**config.mk**
```make
export PLATFORM = sky130hd
export DESIGN_NAME = dptc_top
export DESIGN_NICKNAME = d
export VERILOG_FILES = /design/src/rtl/dptc_channel.v /design/src/rtl/dptc_prescaler.v /design/src/rtl/dptc_top.v
export VERILOG_INCLUDE_DIRS = /design/src /design/src/rtl
export SDC_FILE = /design/constraint.sdc
export NUM_CORES = 1
export LEC_CHECK = 0
export BUFFER_PORTS_ARGS = -buffer_cell sky130_fd_sc_hd__buf_4
export CORE_MARGIN = 10
export CORE_UTILIZATION = 50
export DETAILED_ROUTE_END_ITERATION = 6
export GPL_TIMING_DRIVEN = 0
export PLACE_DENSITY = 0.7
export SYNTH_ARGS = -nofsm -noshare
export SYNTH_HDL_FRONTEND = slang
export SYNTH_SLANG_ARGS = --single-unit
```
**constraint.sdc**
```tcl
create_clock -name clock -period 2.71 [get_ports clock]
set_clock_uncertainty 0.15 [all_clocks]
set_input_delay 0.271 -clock clock [delete_from_list [all_inputs] [get_ports clock]]
set_output_delay 0.271 -clock clock [all_outputs]
set_load 0.03 [all_outputs]
```
**src/rtl/dptc_defines.vh**
```
`ifndef DPTC_DEFINES_VH
`define DPTC_DEFINES_VH

// register byte offsets
`define DPTC_OFS_CONTROL   8'h30
`define DPTC_OFS_COUNTER   8'h2f
`define DPTC_OFS_CMP_A     8'h2e
`define DPTC_OFS_TOP       8'h2d
`define DPTC_OFS_CHAN_B    8'h2c
`define DPTC_OFS_CMP_B     8'h2b
`define DPTC_OFS_FLAGS     8'h38
`define DPTC_OFS_IRQ_EN    8'h39

// counter_control fields
`define DPTC_CTL_CLEAR_TOP 7
`define DPTC_CTL_PWM_EN    6
`define DPTC_CTL_MODE_HI   5
`define DPTC_CTL_MODE_LO   4
`define DPTC_CTL_CS_HI     3
`define DPTC_CTL_CS_LO     0

// channel b / clock source register fields
`define DPTC_CHB_FAST_CLK  7
`define DPTC_CHB_PWM_EN    6
`define DPTC_CHB_MODE_HI   5
`define DPTC_CHB_MODE_LO   4

// flag and enable register fields
`define DPTC_FLG_GLOBAL    7
`define DPTC_FLG_MATCH_A   6
`define DPTC_FLG_MATCH_B   5
`define DPTC_FLG_TOP       2

// reset values
`define DPTC_RST_CONTROL   8'h00
`define DPTC_RST_TOP       8'hff
`define DPTC_RST_BYTE      8'h00

// output modes
`define DPTC_MODE_OFF      2'h0
`define DPTC_MODE_01       2'h1
`define DPTC_MODE_10       2'h2
`define DPTC_MODE_11       2'h3

// counter values where the pwm outputs restart, and where the count overflows
`define DPTC_CNT_ZERO      8'h00
`define DPTC_CNT_ONE       8'h01
`define DPTC_CNT_FULL      8'hff

// prescaler depth: codes 1..15 divide by 1..16384
`define DPTC_DIV_BITS      14

`endif

```
**src/rtl/dptc_channel.v**
```verilog
`timescale 1ns/1ps
`default_nettype none
`include "dptc_defines.vh"

module dptc_channel (
	input  wire       clock,
	input  wire       srst,
	input  wire       pwm_en,
	input  wire [1:0] mode,
	input  wire [7:0] cmp,
	input  wire [7:0] top,
	input  wire       step,
	input  wire [7:0] cnt_nxt,
	output reg        true_r,
	output reg        comp_r
);
	wire hit = step && (cnt_nxt == cmp);
	wire at0 = step && (cnt_nxt == `DPTC_CNT_ZERO);
	wire at1 = step && (cnt_nxt == `DPTC_CNT_ONE);

	always @(posedge clock) begin
		if (srst) begin
			true_r <= 1'b0;
			comp_r <= 1'b0;
		end else if (!pwm_en) begin
			// normal mode only drives the true output
			if (hit) begin
				case (mode)
				`DPTC_MODE_01: true_r <= ~true_r;
				`DPTC_MODE_10: true_r <= 1'b0;
				`DPTC_MODE_11: true_r <= 1'b1;
				default:       true_r <= true_r;
				endcase
			end
		end else if (cmp == `DPTC_CNT_ZERO || cmp == top) begin
			// static levels, no edge ever lands
			case (mode)
			`DPTC_MODE_01: begin
				true_r <= (cmp != `DPTC_CNT_ZERO);
				comp_r <= (cmp == `DPTC_CNT_ZERO);
			end
			`DPTC_MODE_10: true_r <= (cmp != `DPTC_CNT_ZERO);
			`DPTC_MODE_11: true_r <= (cmp == `DPTC_CNT_ZERO);
			default:       true_r <= true_r;
			endcase
		end else begin
			case (mode)
			`DPTC_MODE_01: begin
				if (hit)
					true_r <= 1'b0;
				else if (at1)
					true_r <= 1'b1;
				if (hit)
					comp_r <= 1'b1;
				else if (at0)
					comp_r <= 1'b0;
			end
			`DPTC_MODE_10: begin
				if (hit)
					true_r <= 1'b0;
				else if (at1)
					true_r <= 1'b1;
			end
			`DPTC_MODE_11: begin
				if (hit)
					true_r <= 1'b1;
				else if (at1)
					true_r <= 1'b0;
			end
			default: true_r <= true_r;
			endcase
		end
	end
endmodule // dptc_channel

`default_nettype wire

```
**src/rtl/dptc_prescaler.v**
```verilog
`timescale 1ns/1ps
`default_nettype none
`include "dptc_defines.vh"

module dptc_prescaler #(
	parameter DIV_BITS = `DPTC_DIV_BITS
) (
	input  wire                clock,
	input  wire                srst,
	input  wire [3:0]          sel,
	input  wire                src_tick,
	output reg                 tick_r
);
	reg  [DIV_BITS-1:0] div_r;
	wire [DIV_BITS:0]   mask;

	// code n passes one source tick in 2**(n-1)
	assign mask = ({{DIV_BITS{1'b0}}, 1'b1} << (sel - 4'h1)) -
		{{DIV_BITS{1'b0}}, 1'b1};

	always @(posedge clock) begin
		if (srst) begin
			div_r  <= {DIV_BITS{1'b0}};
			tick_r <= 1'b0;
		end else begin
			if (src_tick)
				div_r <= div_r + {{(DIV_BITS-1){1'b0}}, 1'b1};
			tick_r <= (sel != 4'h0) && src_tick &&
				((div_r & mask[DIV_BITS-1:0]) ==
				mask[DIV_BITS-1:0]);
		end
	end
endmodule // dptc_prescaler

`default_nettype wire

```
**src/rtl/dptc_top.v**
```verilog
`timescale 1ns/1ps
`default_nettype none
`include "dptc_defines.vh"

// What this block does
// - pwm counter runs zero to top, repeats
// - top flag set one sync cycle after
// - two 8-bit channels, true plus complement
// - compare match sets/clears per mode field
// - mode 01 true and complement edges
// - modes 10, 11 true edges, complement off
// - pwm compare writes buffered until top
// - compare reads return the buffer
// - compare zero or top gives static levels
// - top irq needs flag, enable, global enable
// - match flags and irqs like top
// - period is top plus one ticks
// - clear-on-match restarts counter after top
// - pwm enable a restarts counter after top
// - normal mode a: toggle, clear, set
// - pin driven only when direction is output
// - complement a off outside pwm mode
// - clock select stops or divides by power two
// - async mode counts fast peripheral clock
module dptc_top (
	input  wire       clock,
	input  wire       srst,
	input  wire [7:0] addr,
	input  wire [7:0] wdata,
	input  wire       wr,
	input  wire       rd,
	output reg  [7:0] rdata_r,
	input  wire       fast_peripheral_clock,
	input  wire [4:0] port_dir,
	input  wire [4:0] port_data,
	output reg        port_pin_0_r,
	output reg        port_pin_0_oe_r,
	output reg        port_pin_1_r,
	output reg        port_pin_1_oe_r,
	output reg        port_pin_3_r,
	output reg        port_pin_3_oe_r,
	output reg        port_pin_4_r,
	output reg        port_pin_4_oe_r,
	output reg        irq_top_r,
	output reg        irq_match_a_r,
	output reg        irq_match_b_r
);
	reg  [7:0] counter_control_r;
	reg  [7:0] chan_b_control_r;
	reg  [7:0] counter_value_r;
	reg  [7:0] top_compare_value_r;
	reg  [7:0] compare_value_a_r;
	reg  [7:0] compare_value_b_r;
	reg  [7:0] cmp_a_buf_r;
	reg  [7:0] cmp_b_buf_r;
	reg        top_reached_flag_r;
	reg        match_flag_a_r;
	reg        match_flag_b_r;
	reg        top_evt_r;
	reg        match_a_evt_r;
	reg        match_b_evt_r;
	reg  [7:0] irq_en_r;
	reg  [7:0] cnt_nxt;
	reg  [7:0] rdata_nxt;

	wire       tick;
	wire       src_tick;
	wire       true_a;
	wire       comp_a;
	wire       true_b;
	wire       comp_b;

	wire clear_on_top_match = counter_control_r[`DPTC_CTL_CLEAR_TOP];
	wire pwm_enable_a       = counter_control_r[`DPTC_CTL_PWM_EN];
	wire pwm_enable_b       = chan_b_control_r[`DPTC_CHB_PWM_EN];
	wire fast_clk_mode      = chan_b_control_r[`DPTC_CHB_FAST_CLK];
	wire [1:0] out_mode_a   = {counter_control_r[`DPTC_CTL_MODE_HI],
		counter_control_r[`DPTC_CTL_MODE_LO]};
	wire [1:0] out_mode_b   = {chan_b_control_r[`DPTC_CHB_MODE_HI],
		chan_b_control_r[`DPTC_CHB_MODE_LO]};
	wire [3:0] clock_select = counter_control_r[`DPTC_CTL_CS_HI:
		`DPTC_CTL_CS_LO];
	wire pwm_any            = pwm_enable_a || pwm_enable_b;
	wire restart_at_top     = clear_on_top_match || pwm_any;
	wire at_top             = (counter_value_r == top_compare_value_r);
	wire wr_counter         = wr && (addr == `DPTC_OFS_COUNTER);
	wire wr_flags           = wr && (addr == `DPTC_OFS_FLAGS);
	wire wr_control         = wr && (addr == `DPTC_OFS_CONTROL);
	wire wr_chan_b          = wr && (addr == `DPTC_OFS_CHAN_B);
	wire wr_top             = wr && (addr == `DPTC_OFS_TOP);
	wire wr_irq_en          = wr && (addr == `DPTC_OFS_IRQ_EN);
	wire wr_cmp_a           = wr && (addr == `DPTC_OFS_CMP_A);
	wire wr_cmp_b           = wr && (addr == `DPTC_OFS_CMP_B);
	// a software counter write replaces the tick, so the count it
	// overrides makes no match, no wrap and no flag
	wire cnt_step           = tick && !wr_counter;
	wire wrap_top           = cnt_step && at_top && restart_at_top;
	wire wrap_full          = cnt_step && !wrap_top &&
		(counter_value_r == `DPTC_CNT_FULL);
	// write one to clear a flag
	wire clr_top            = wr_flags && wdata[`DPTC_FLG_TOP];
	wire clr_match_a        = wr_flags && wdata[`DPTC_FLG_MATCH_A];
	wire clr_match_b        = wr_flags && wdata[`DPTC_FLG_MATCH_B];

	// fast clock arrives as a one-cycle strobe in this domain; it
	// caps the usable rate at the system clock
	assign src_tick = fast_clk_mode ? fast_peripheral_clock : 1'b1;

	dptc_prescaler #(
		.DIV_BITS (`DPTC_DIV_BITS)
	) u_prescaler (
		.clock    (clock),
		.srst     (srst),
		.sel      (clock_select),
		.src_tick (src_tick),
		.tick_r   (tick)
	);

	// next counter value on a tick
	always @* begin
		cnt_nxt = counter_value_r + 8'h01;
		if (wrap_top)
			cnt_nxt = `DPTC_CNT_ZERO;
	end

	always @(posedge clock) begin
		if (srst)
			counter_value_r <= `DPTC_RST_BYTE;
		else if (wr_counter)
			counter_value_r <= wdata;
		else if (tick)
			counter_value_r <= cnt_nxt;
	end

	dptc_channel u_chan_a (
		.clock   (clock),
		.srst    (srst),
		.pwm_en  (pwm_enable_a),
		.mode    (out_mode_a),
		.cmp     (compare_value_a_r),
		.top     (top_compare_value_r),
		.step    (cnt_step),
		.cnt_nxt (cnt_nxt),
		.true_r  (true_a),
		.comp_r  (comp_a)
	);

	dptc_channel u_chan_b (
		.clock   (clock),
		.srst    (srst),
		.pwm_en  (pwm_enable_b),
		.mode    (out_mode_b),
		.cmp     (compare_value_b_r),
		.top     (top_compare_value_r),
		.step    (cnt_step),
		.cnt_nxt (cnt_nxt),
		.true_r  (true_b),
		.comp_r  (comp_b)
	);

	// control registers
	always @(posedge clock) begin
		if (srst)
			counter_control_r <= `DPTC_RST_CONTROL;
		else if (wr_control)
			counter_control_r <= wdata;
	end

	always @(posedge clock) begin
		if (srst)
			chan_b_control_r <= `DPTC_RST_BYTE;
		else if (wr_chan_b)
			chan_b_control_r <= wdata;
	end

	always @(posedge clock) begin
		if (srst)
			top_compare_value_r <= `DPTC_RST_TOP;
		else if (wr_top)
			top_compare_value_r <= wdata;
	end

	always @(posedge clock) begin
		if (srst)
			irq_en_r <= `DPTC_RST_BYTE;
		else if (wr_irq_en)
			irq_en_r <= wdata;
	end

	// holding buffers take every compare write
	always @(posedge clock) begin
		if (srst)
			cmp_a_buf_r <= `DPTC_RST_BYTE;
		else if (wr_cmp_a)
			cmp_a_buf_r <= wdata;
	end

	always @(posedge clock) begin
		if (srst)
			cmp_b_buf_r <= `DPTC_RST_BYTE;
		else if (wr_cmp_b)
			cmp_b_buf_r <= wdata;
	end

	// buffered values land only at the period boundary so
	// no odd-length pulse appears mid-period
	always @(posedge clock) begin
		if (srst)
			compare_value_a_r <= `DPTC_RST_BYTE;
		else if (!pwm_enable_a && wr_cmp_a)
			compare_value_a_r <= wdata;
		else if (pwm_enable_a && wrap_top)
			compare_value_a_r <= cmp_a_buf_r;
	end

	always @(posedge clock) begin
		if (srst)
			compare_value_b_r <= `DPTC_RST_BYTE;
		else if (!pwm_enable_b && wr_cmp_b)
			compare_value_b_r <= wdata;
		else if (pwm_enable_b && wrap_top)
			compare_value_b_r <= cmp_b_buf_r;
	end

	// events pass one sync stage before reaching the flags
	always @(posedge clock) begin
		if (srst) begin
			top_evt_r     <= 1'b0;
			match_a_evt_r <= 1'b0;
			match_b_evt_r <= 1'b0;
		end else begin
			top_evt_r     <= pwm_any ? wrap_top : wrap_full;
			match_a_evt_r <= cnt_step &&
				(cnt_nxt == compare_value_a_r);
			match_b_evt_r <= cnt_step &&
				(cnt_nxt == compare_value_b_r);
		end
	end

	// a set in the same cycle as a clear wins
	always @(posedge clock) begin
		if (srst)
			top_reached_flag_r <= 1'b0;
		else if (top_evt_r)
			top_reached_flag_r <= 1'b1;
		else if (clr_top)
			top_reached_flag_r <= 1'b0;
	end

	always @(posedge clock) begin
		if (srst)
			match_flag_a_r <= 1'b0;
		else if (match_a_evt_r)
			match_flag_a_r <= 1'b1;
		else if (clr_match_a)
			match_flag_a_r <= 1'b0;
	end

	always @(posedge clock) begin
		if (srst)
			match_flag_b_r <= 1'b0;
		else if (match_b_evt_r)
			match_flag_b_r <= 1'b1;
		else if (clr_match_b)
			match_flag_b_r <= 1'b0;
	end

	// requests follow the flags, gated by own and global enables
	always @(posedge clock) begin
		if (srst) begin
			irq_top_r     <= 1'b0;
			irq_match_a_r <= 1'b0;
			irq_match_b_r <= 1'b0;
		end else begin
			irq_top_r     <= top_reached_flag_r &&
				irq_en_r[`DPTC_FLG_TOP] &&
				irq_en_r[`DPTC_FLG_GLOBAL];
			irq_match_a_r <= match_flag_a_r &&
				irq_en_r[`DPTC_FLG_MATCH_A] &&
				irq_en_r[`DPTC_FLG_GLOBAL];
			irq_match_b_r <= match_flag_b_r &&
				irq_en_r[`DPTC_FLG_MATCH_B] &&
				irq_en_r[`DPTC_FLG_GLOBAL];
		end
	end

	// pin muxing: block owns a pin only when its mode connects it;
	// the enable always follows the direction bit
	always @(posedge clock) begin
		if (srst) begin
			port_pin_0_r    <= 1'b0;
			port_pin_0_oe_r <= 1'b0;
			port_pin_1_r    <= 1'b0;
			port_pin_1_oe_r <= 1'b0;
			port_pin_3_r    <= 1'b0;
			port_pin_3_oe_r <= 1'b0;
			port_pin_4_r    <= 1'b0;
			port_pin_4_oe_r <= 1'b0;
		end else begin
			port_pin_1_r <= (out_mode_a != `DPTC_MODE_OFF) ?
				true_a : port_data[1];
			port_pin_0_r <= (pwm_enable_a &&
				out_mode_a == `DPTC_MODE_01) ?
				comp_a : port_data[0];
			port_pin_4_r <= (out_mode_b != `DPTC_MODE_OFF) ?
				true_b : port_data[4];
			port_pin_3_r <= (pwm_enable_b &&
				out_mode_b == `DPTC_MODE_01) ?
				comp_b : port_data[3];
			port_pin_0_oe_r <= port_dir[0];
			port_pin_1_oe_r <= port_dir[1];
			port_pin_3_oe_r <= port_dir[3];
			port_pin_4_oe_r <= port_dir[4];
		end
	end

	// read mux
	always @* begin
		rdata_nxt = 8'h00;
		case (addr)
		`DPTC_OFS_CONTROL: rdata_nxt = counter_control_r;
		`DPTC_OFS_CHAN_B:  rdata_nxt = chan_b_control_r;
		`DPTC_OFS_COUNTER: rdata_nxt = counter_value_r;
		`DPTC_OFS_TOP:     rdata_nxt = top_compare_value_r;
		`DPTC_OFS_CMP_A:   rdata_nxt = cmp_a_buf_r;
		`DPTC_OFS_CMP_B:   rdata_nxt = cmp_b_buf_r;
		`DPTC_OFS_IRQ_EN:  rdata_nxt = irq_en_r;
		`DPTC_OFS_FLAGS: begin
			rdata_nxt[`DPTC_FLG_TOP]     = top_reached_flag_r;
			rdata_nxt[`DPTC_FLG_MATCH_A] = match_flag_a_r;
			rdata_nxt[`DPTC_FLG_MATCH_B] = match_flag_b_r;
		end
		default: rdata_nxt = 8'h00;
		endcase
	end

	always @(posedge clock) begin
		if (srst)
			rdata_r <= 8'h00;
		else if (rd)
			rdata_r <= rdata_nxt;
		else
			rdata_r <= 8'h00;
	end
endmodule // dptc_top

`default_nettype wire

```
==> metrics.cfg <==
[worst_hold_path]
hold_path.class=in2reg

[die]
rows=41
start_util=0.515
ios=50
die_y_um=135
core-area_mm2=0.0128
die_area_mm2=0.0181
fp.dieW_um=135

[global_route]
grt_max_degree=17
grt_pass1_wl_um=34400
antenna_found_initial=0
grt_usage=0.243
overflow=0
grt_pass1_vias=6248

[setup_path]
crit_fanout=5
slowest_stage=nor4_4
required_ns=2.92
cpPeakStageDelay_ns=0.38
crit_family=compound AO/OA/AOI/OAI gates
critPathBufInv=2
cp-start-kind=flip-flop
crit_type=reg2reg
arrival_ns=2.96
crit_path_end_kind=flip-flop
cp_cell_sequence=buf_6 > xor2_2 > nor4_4 > buf_4 > and3_4 > or2_4 > a211oi_4 > a41oi_2 > xnor2_1 > a211o_1 > a21oi_2

[route]
ant_nets=0
dr.pass1.iters=6
via_per_inst=6.27
vias=6840
routed_wl_um=22700
drt-initial-drc-count=868
drcViolationCount=0
wl_per_cell_um=20.8

[clock_network]
clockBufferDepth=2
cts_tree=built
clock_sinks=116
clk_pin_slew_ns=0.05
cts_root_buf=clkbuf_16
clk-insertion-delay-late_ns=0.43
cts_made_buffers=17
h-tree-depth=4

[synth]
syn_area_mm2=0.00658
ys.flop_type=dfxtp_1
synth_top_area_share=0.353
ys_warn_count=0
synth_area_leaders=dfxtp_1, nand2_1, nor2_1, a21oi_1, mux2i_1
synth-async-reset-ratio=0
ys_ff_latch=116
synth_cell_type_count=83
synth_nets=872
synthCells=830
synth_seq_area_share=0.353
synth_edf_count=0
yosysTopAreaCell=dfxtp_1
syn_avg_cell_area_um2=7.92

[place]
place_congestion=0.976
port_buffers=38
hpwl_um=15800
place_area_mm2=0.00708

[outcome]
violations=setup timing
status=finished with violations

[sta]
fin_ws_ns=-0.0469
period_needed_ns=2.76
maxSlewViolCount=0
finalSetupTns_ns=-0.0890
finalCritPeriodShare=1.02
hold_violations=0
tightest_slew_ns=0.905
setup-violations-final=2
rsz0062_at_grt=yes
fmax_mhz=363
timing.slew.headroom=0.397

[power]
totalPowerFinal_mw=4.38
p_leak_nw=3.04
power_density_mw_per_mm2=534
vdd_drop_max_mv=0.556

[layout]
drive_above_1_share=0.181
n_antenna_cell=0
area_growth_pct=24.8
nNetsFinal=949
fillers=1083
fin_area_mm2=0.00821

[job]
max-cap-violations=0

## cell families (layout without fill, tap and decap cells)
family                   count (synthesis)  after routing  share of synthesized area
buffers and inverters                   83            172                     0.0542
XOR/XNOR                                47             47                     0.0670
AND/OR/NAND/NOR                        357            357                      0.267
AO/OA/AOI/OAI                          183            183                      0.183
multiplexers                            33             33                     0.0550
flip-flops                             116            116                      0.353
adder cells (fa/ha/maj)                 11             11                     0.0209
## layout make-up
type / count / area [um2] / area share
Clock inverter: 10 / 179 / 0.0218
Buffer: 62 / 309 / 0.0377
Inverter: 18 / 67.6 / 0.00823
Tap cell: 172 / 215 / 0.0262
Timing Repair Buffer: 61 / 478 / 0.0582
Multi-Input combinational cell: 631 / 4160 / 0.507
Clock buffer: 21 / 460 / 0.0561
Sequential cell: 116 / 2330 / 0.284
## cell usage after synthesis, types with 5 or more instances
library cell  instances
dfxtp_1             116
nand2_1             104
nor2_1              101
a21oi_1              60
nand3_1              41
clkbuf_1             39
o21ai_0              31
mux2i_1              29
xnor2_1              28
inv_1                17
nor3_1               17
xor2_1               16
and3_1               15
a22oi_1              14
buf_2                11
ha_1                 11
a211oi_1              9
a311oi_1              9
nand3b_1              9
nor2b_1               9
nor4_1                9
a31oi_1               8
buf_1                 8
nand4_1               8
a221oi_1              5
o21ai_1               5
o31ai_1               5
or3_1                 5
## worst paths after layout
kind	start	end	slack, ns	cells past startpoint
setup / recovery	counter_value_r[6]	u_chan_a.true_r	-0.05	11
hold / removal	addr[6]	cmp_b_buf_r[4]	0.12	4
hold reg to reg	match_a_evt_r	match_flag_a_r	0.29	2
setup reg to reg	counter_value_r[6]	u_chan_a.true_r	-0.05	11
## state kept, by name, summed over array words and instances, names as in the netlist, 8 cells and up
name / count
counter_control_r: 8
irq_en_r: 8
cmp_a_buf_r: 8
rdata_r: 8
compare_value_b_r: 8
cmp_b_buf_r: 8
u_prescaler.div_r: 14
chan_b_control_r: 8
top_compare_value_r: 8
compare_value_a_r: 8
counter_value_r: 8
## cell usage in the layout, fill, tap and decap left out, drive strengths merged, types with 19 or more instances in the layout
master / synthesis / routed
dfxtp: 116 / 116
nand3: 43 / 43
o21ai: 36 / 36
mux2i: 29 / 29
xnor2: 29 / 29
nand2: 104 / 104
buf: 25 / 74
clkbuf: 40 / 62
nor2: 101 / 101
a21oi: 61 / 61
nor3: 19 / 19
## per-layer routing
layer / up-vias / part of all wire / track usage
met2: 468 / 0.44 / 0.356
li1: 3097 / - / -
met1: 3168 / 0.41 / 0.312
met3: 107 / 0.11 / 0.0660
met4: 0 / 0.046 / 0.142
met5: - / 0 / 0
## tightest hold or removal path, delay by kind of cell
kind                   cells  cell delay (ns)
and+or+nand+nor            2             0.21
AOI/OAI and AO/OA          1             0.06
buffers and inverters      1             0.09
## stage by stage
stage	util	setup slack, ns	instances	hold WS (ns)
6_report	0.642	-0.0469	1091	0.122
5_1_grt	0.642	-0.117	1091	0.149
4_1_cts	0.622	-0.0791	1083	0.103
3_5_place_dp	0.554	-0.548	1040	0.279
3_3_place_gp	0.554	-0.536	1040	0.274
2_1_floorplan	-	0.152	830	0.249
## power breakdown
group / internal, mW / switching [mW] / total [mW] / leakage, nW
sequential: 1.72 / 0.00927 / 1.73 / 0.939
clock: 1.67 / 0.776 / 2.44 / 0.317
combinational: 0.0724 / 0.140 / 0.212 / 1.78
## timing repair
| action | CTS | global route |
|---|---|---|
| resized for setup | 25 | 35 |
| hold buffers | 8 | 0 |
| endpoints found under the setup margin | 4 | 5 |
| buffers inserted | 6 | 9 |
| endpoints found under the hold margin | 8 | 0 |
| pin swaps | 14 | 18 |
Note: power is estimated with default switching activity, not from simulation.
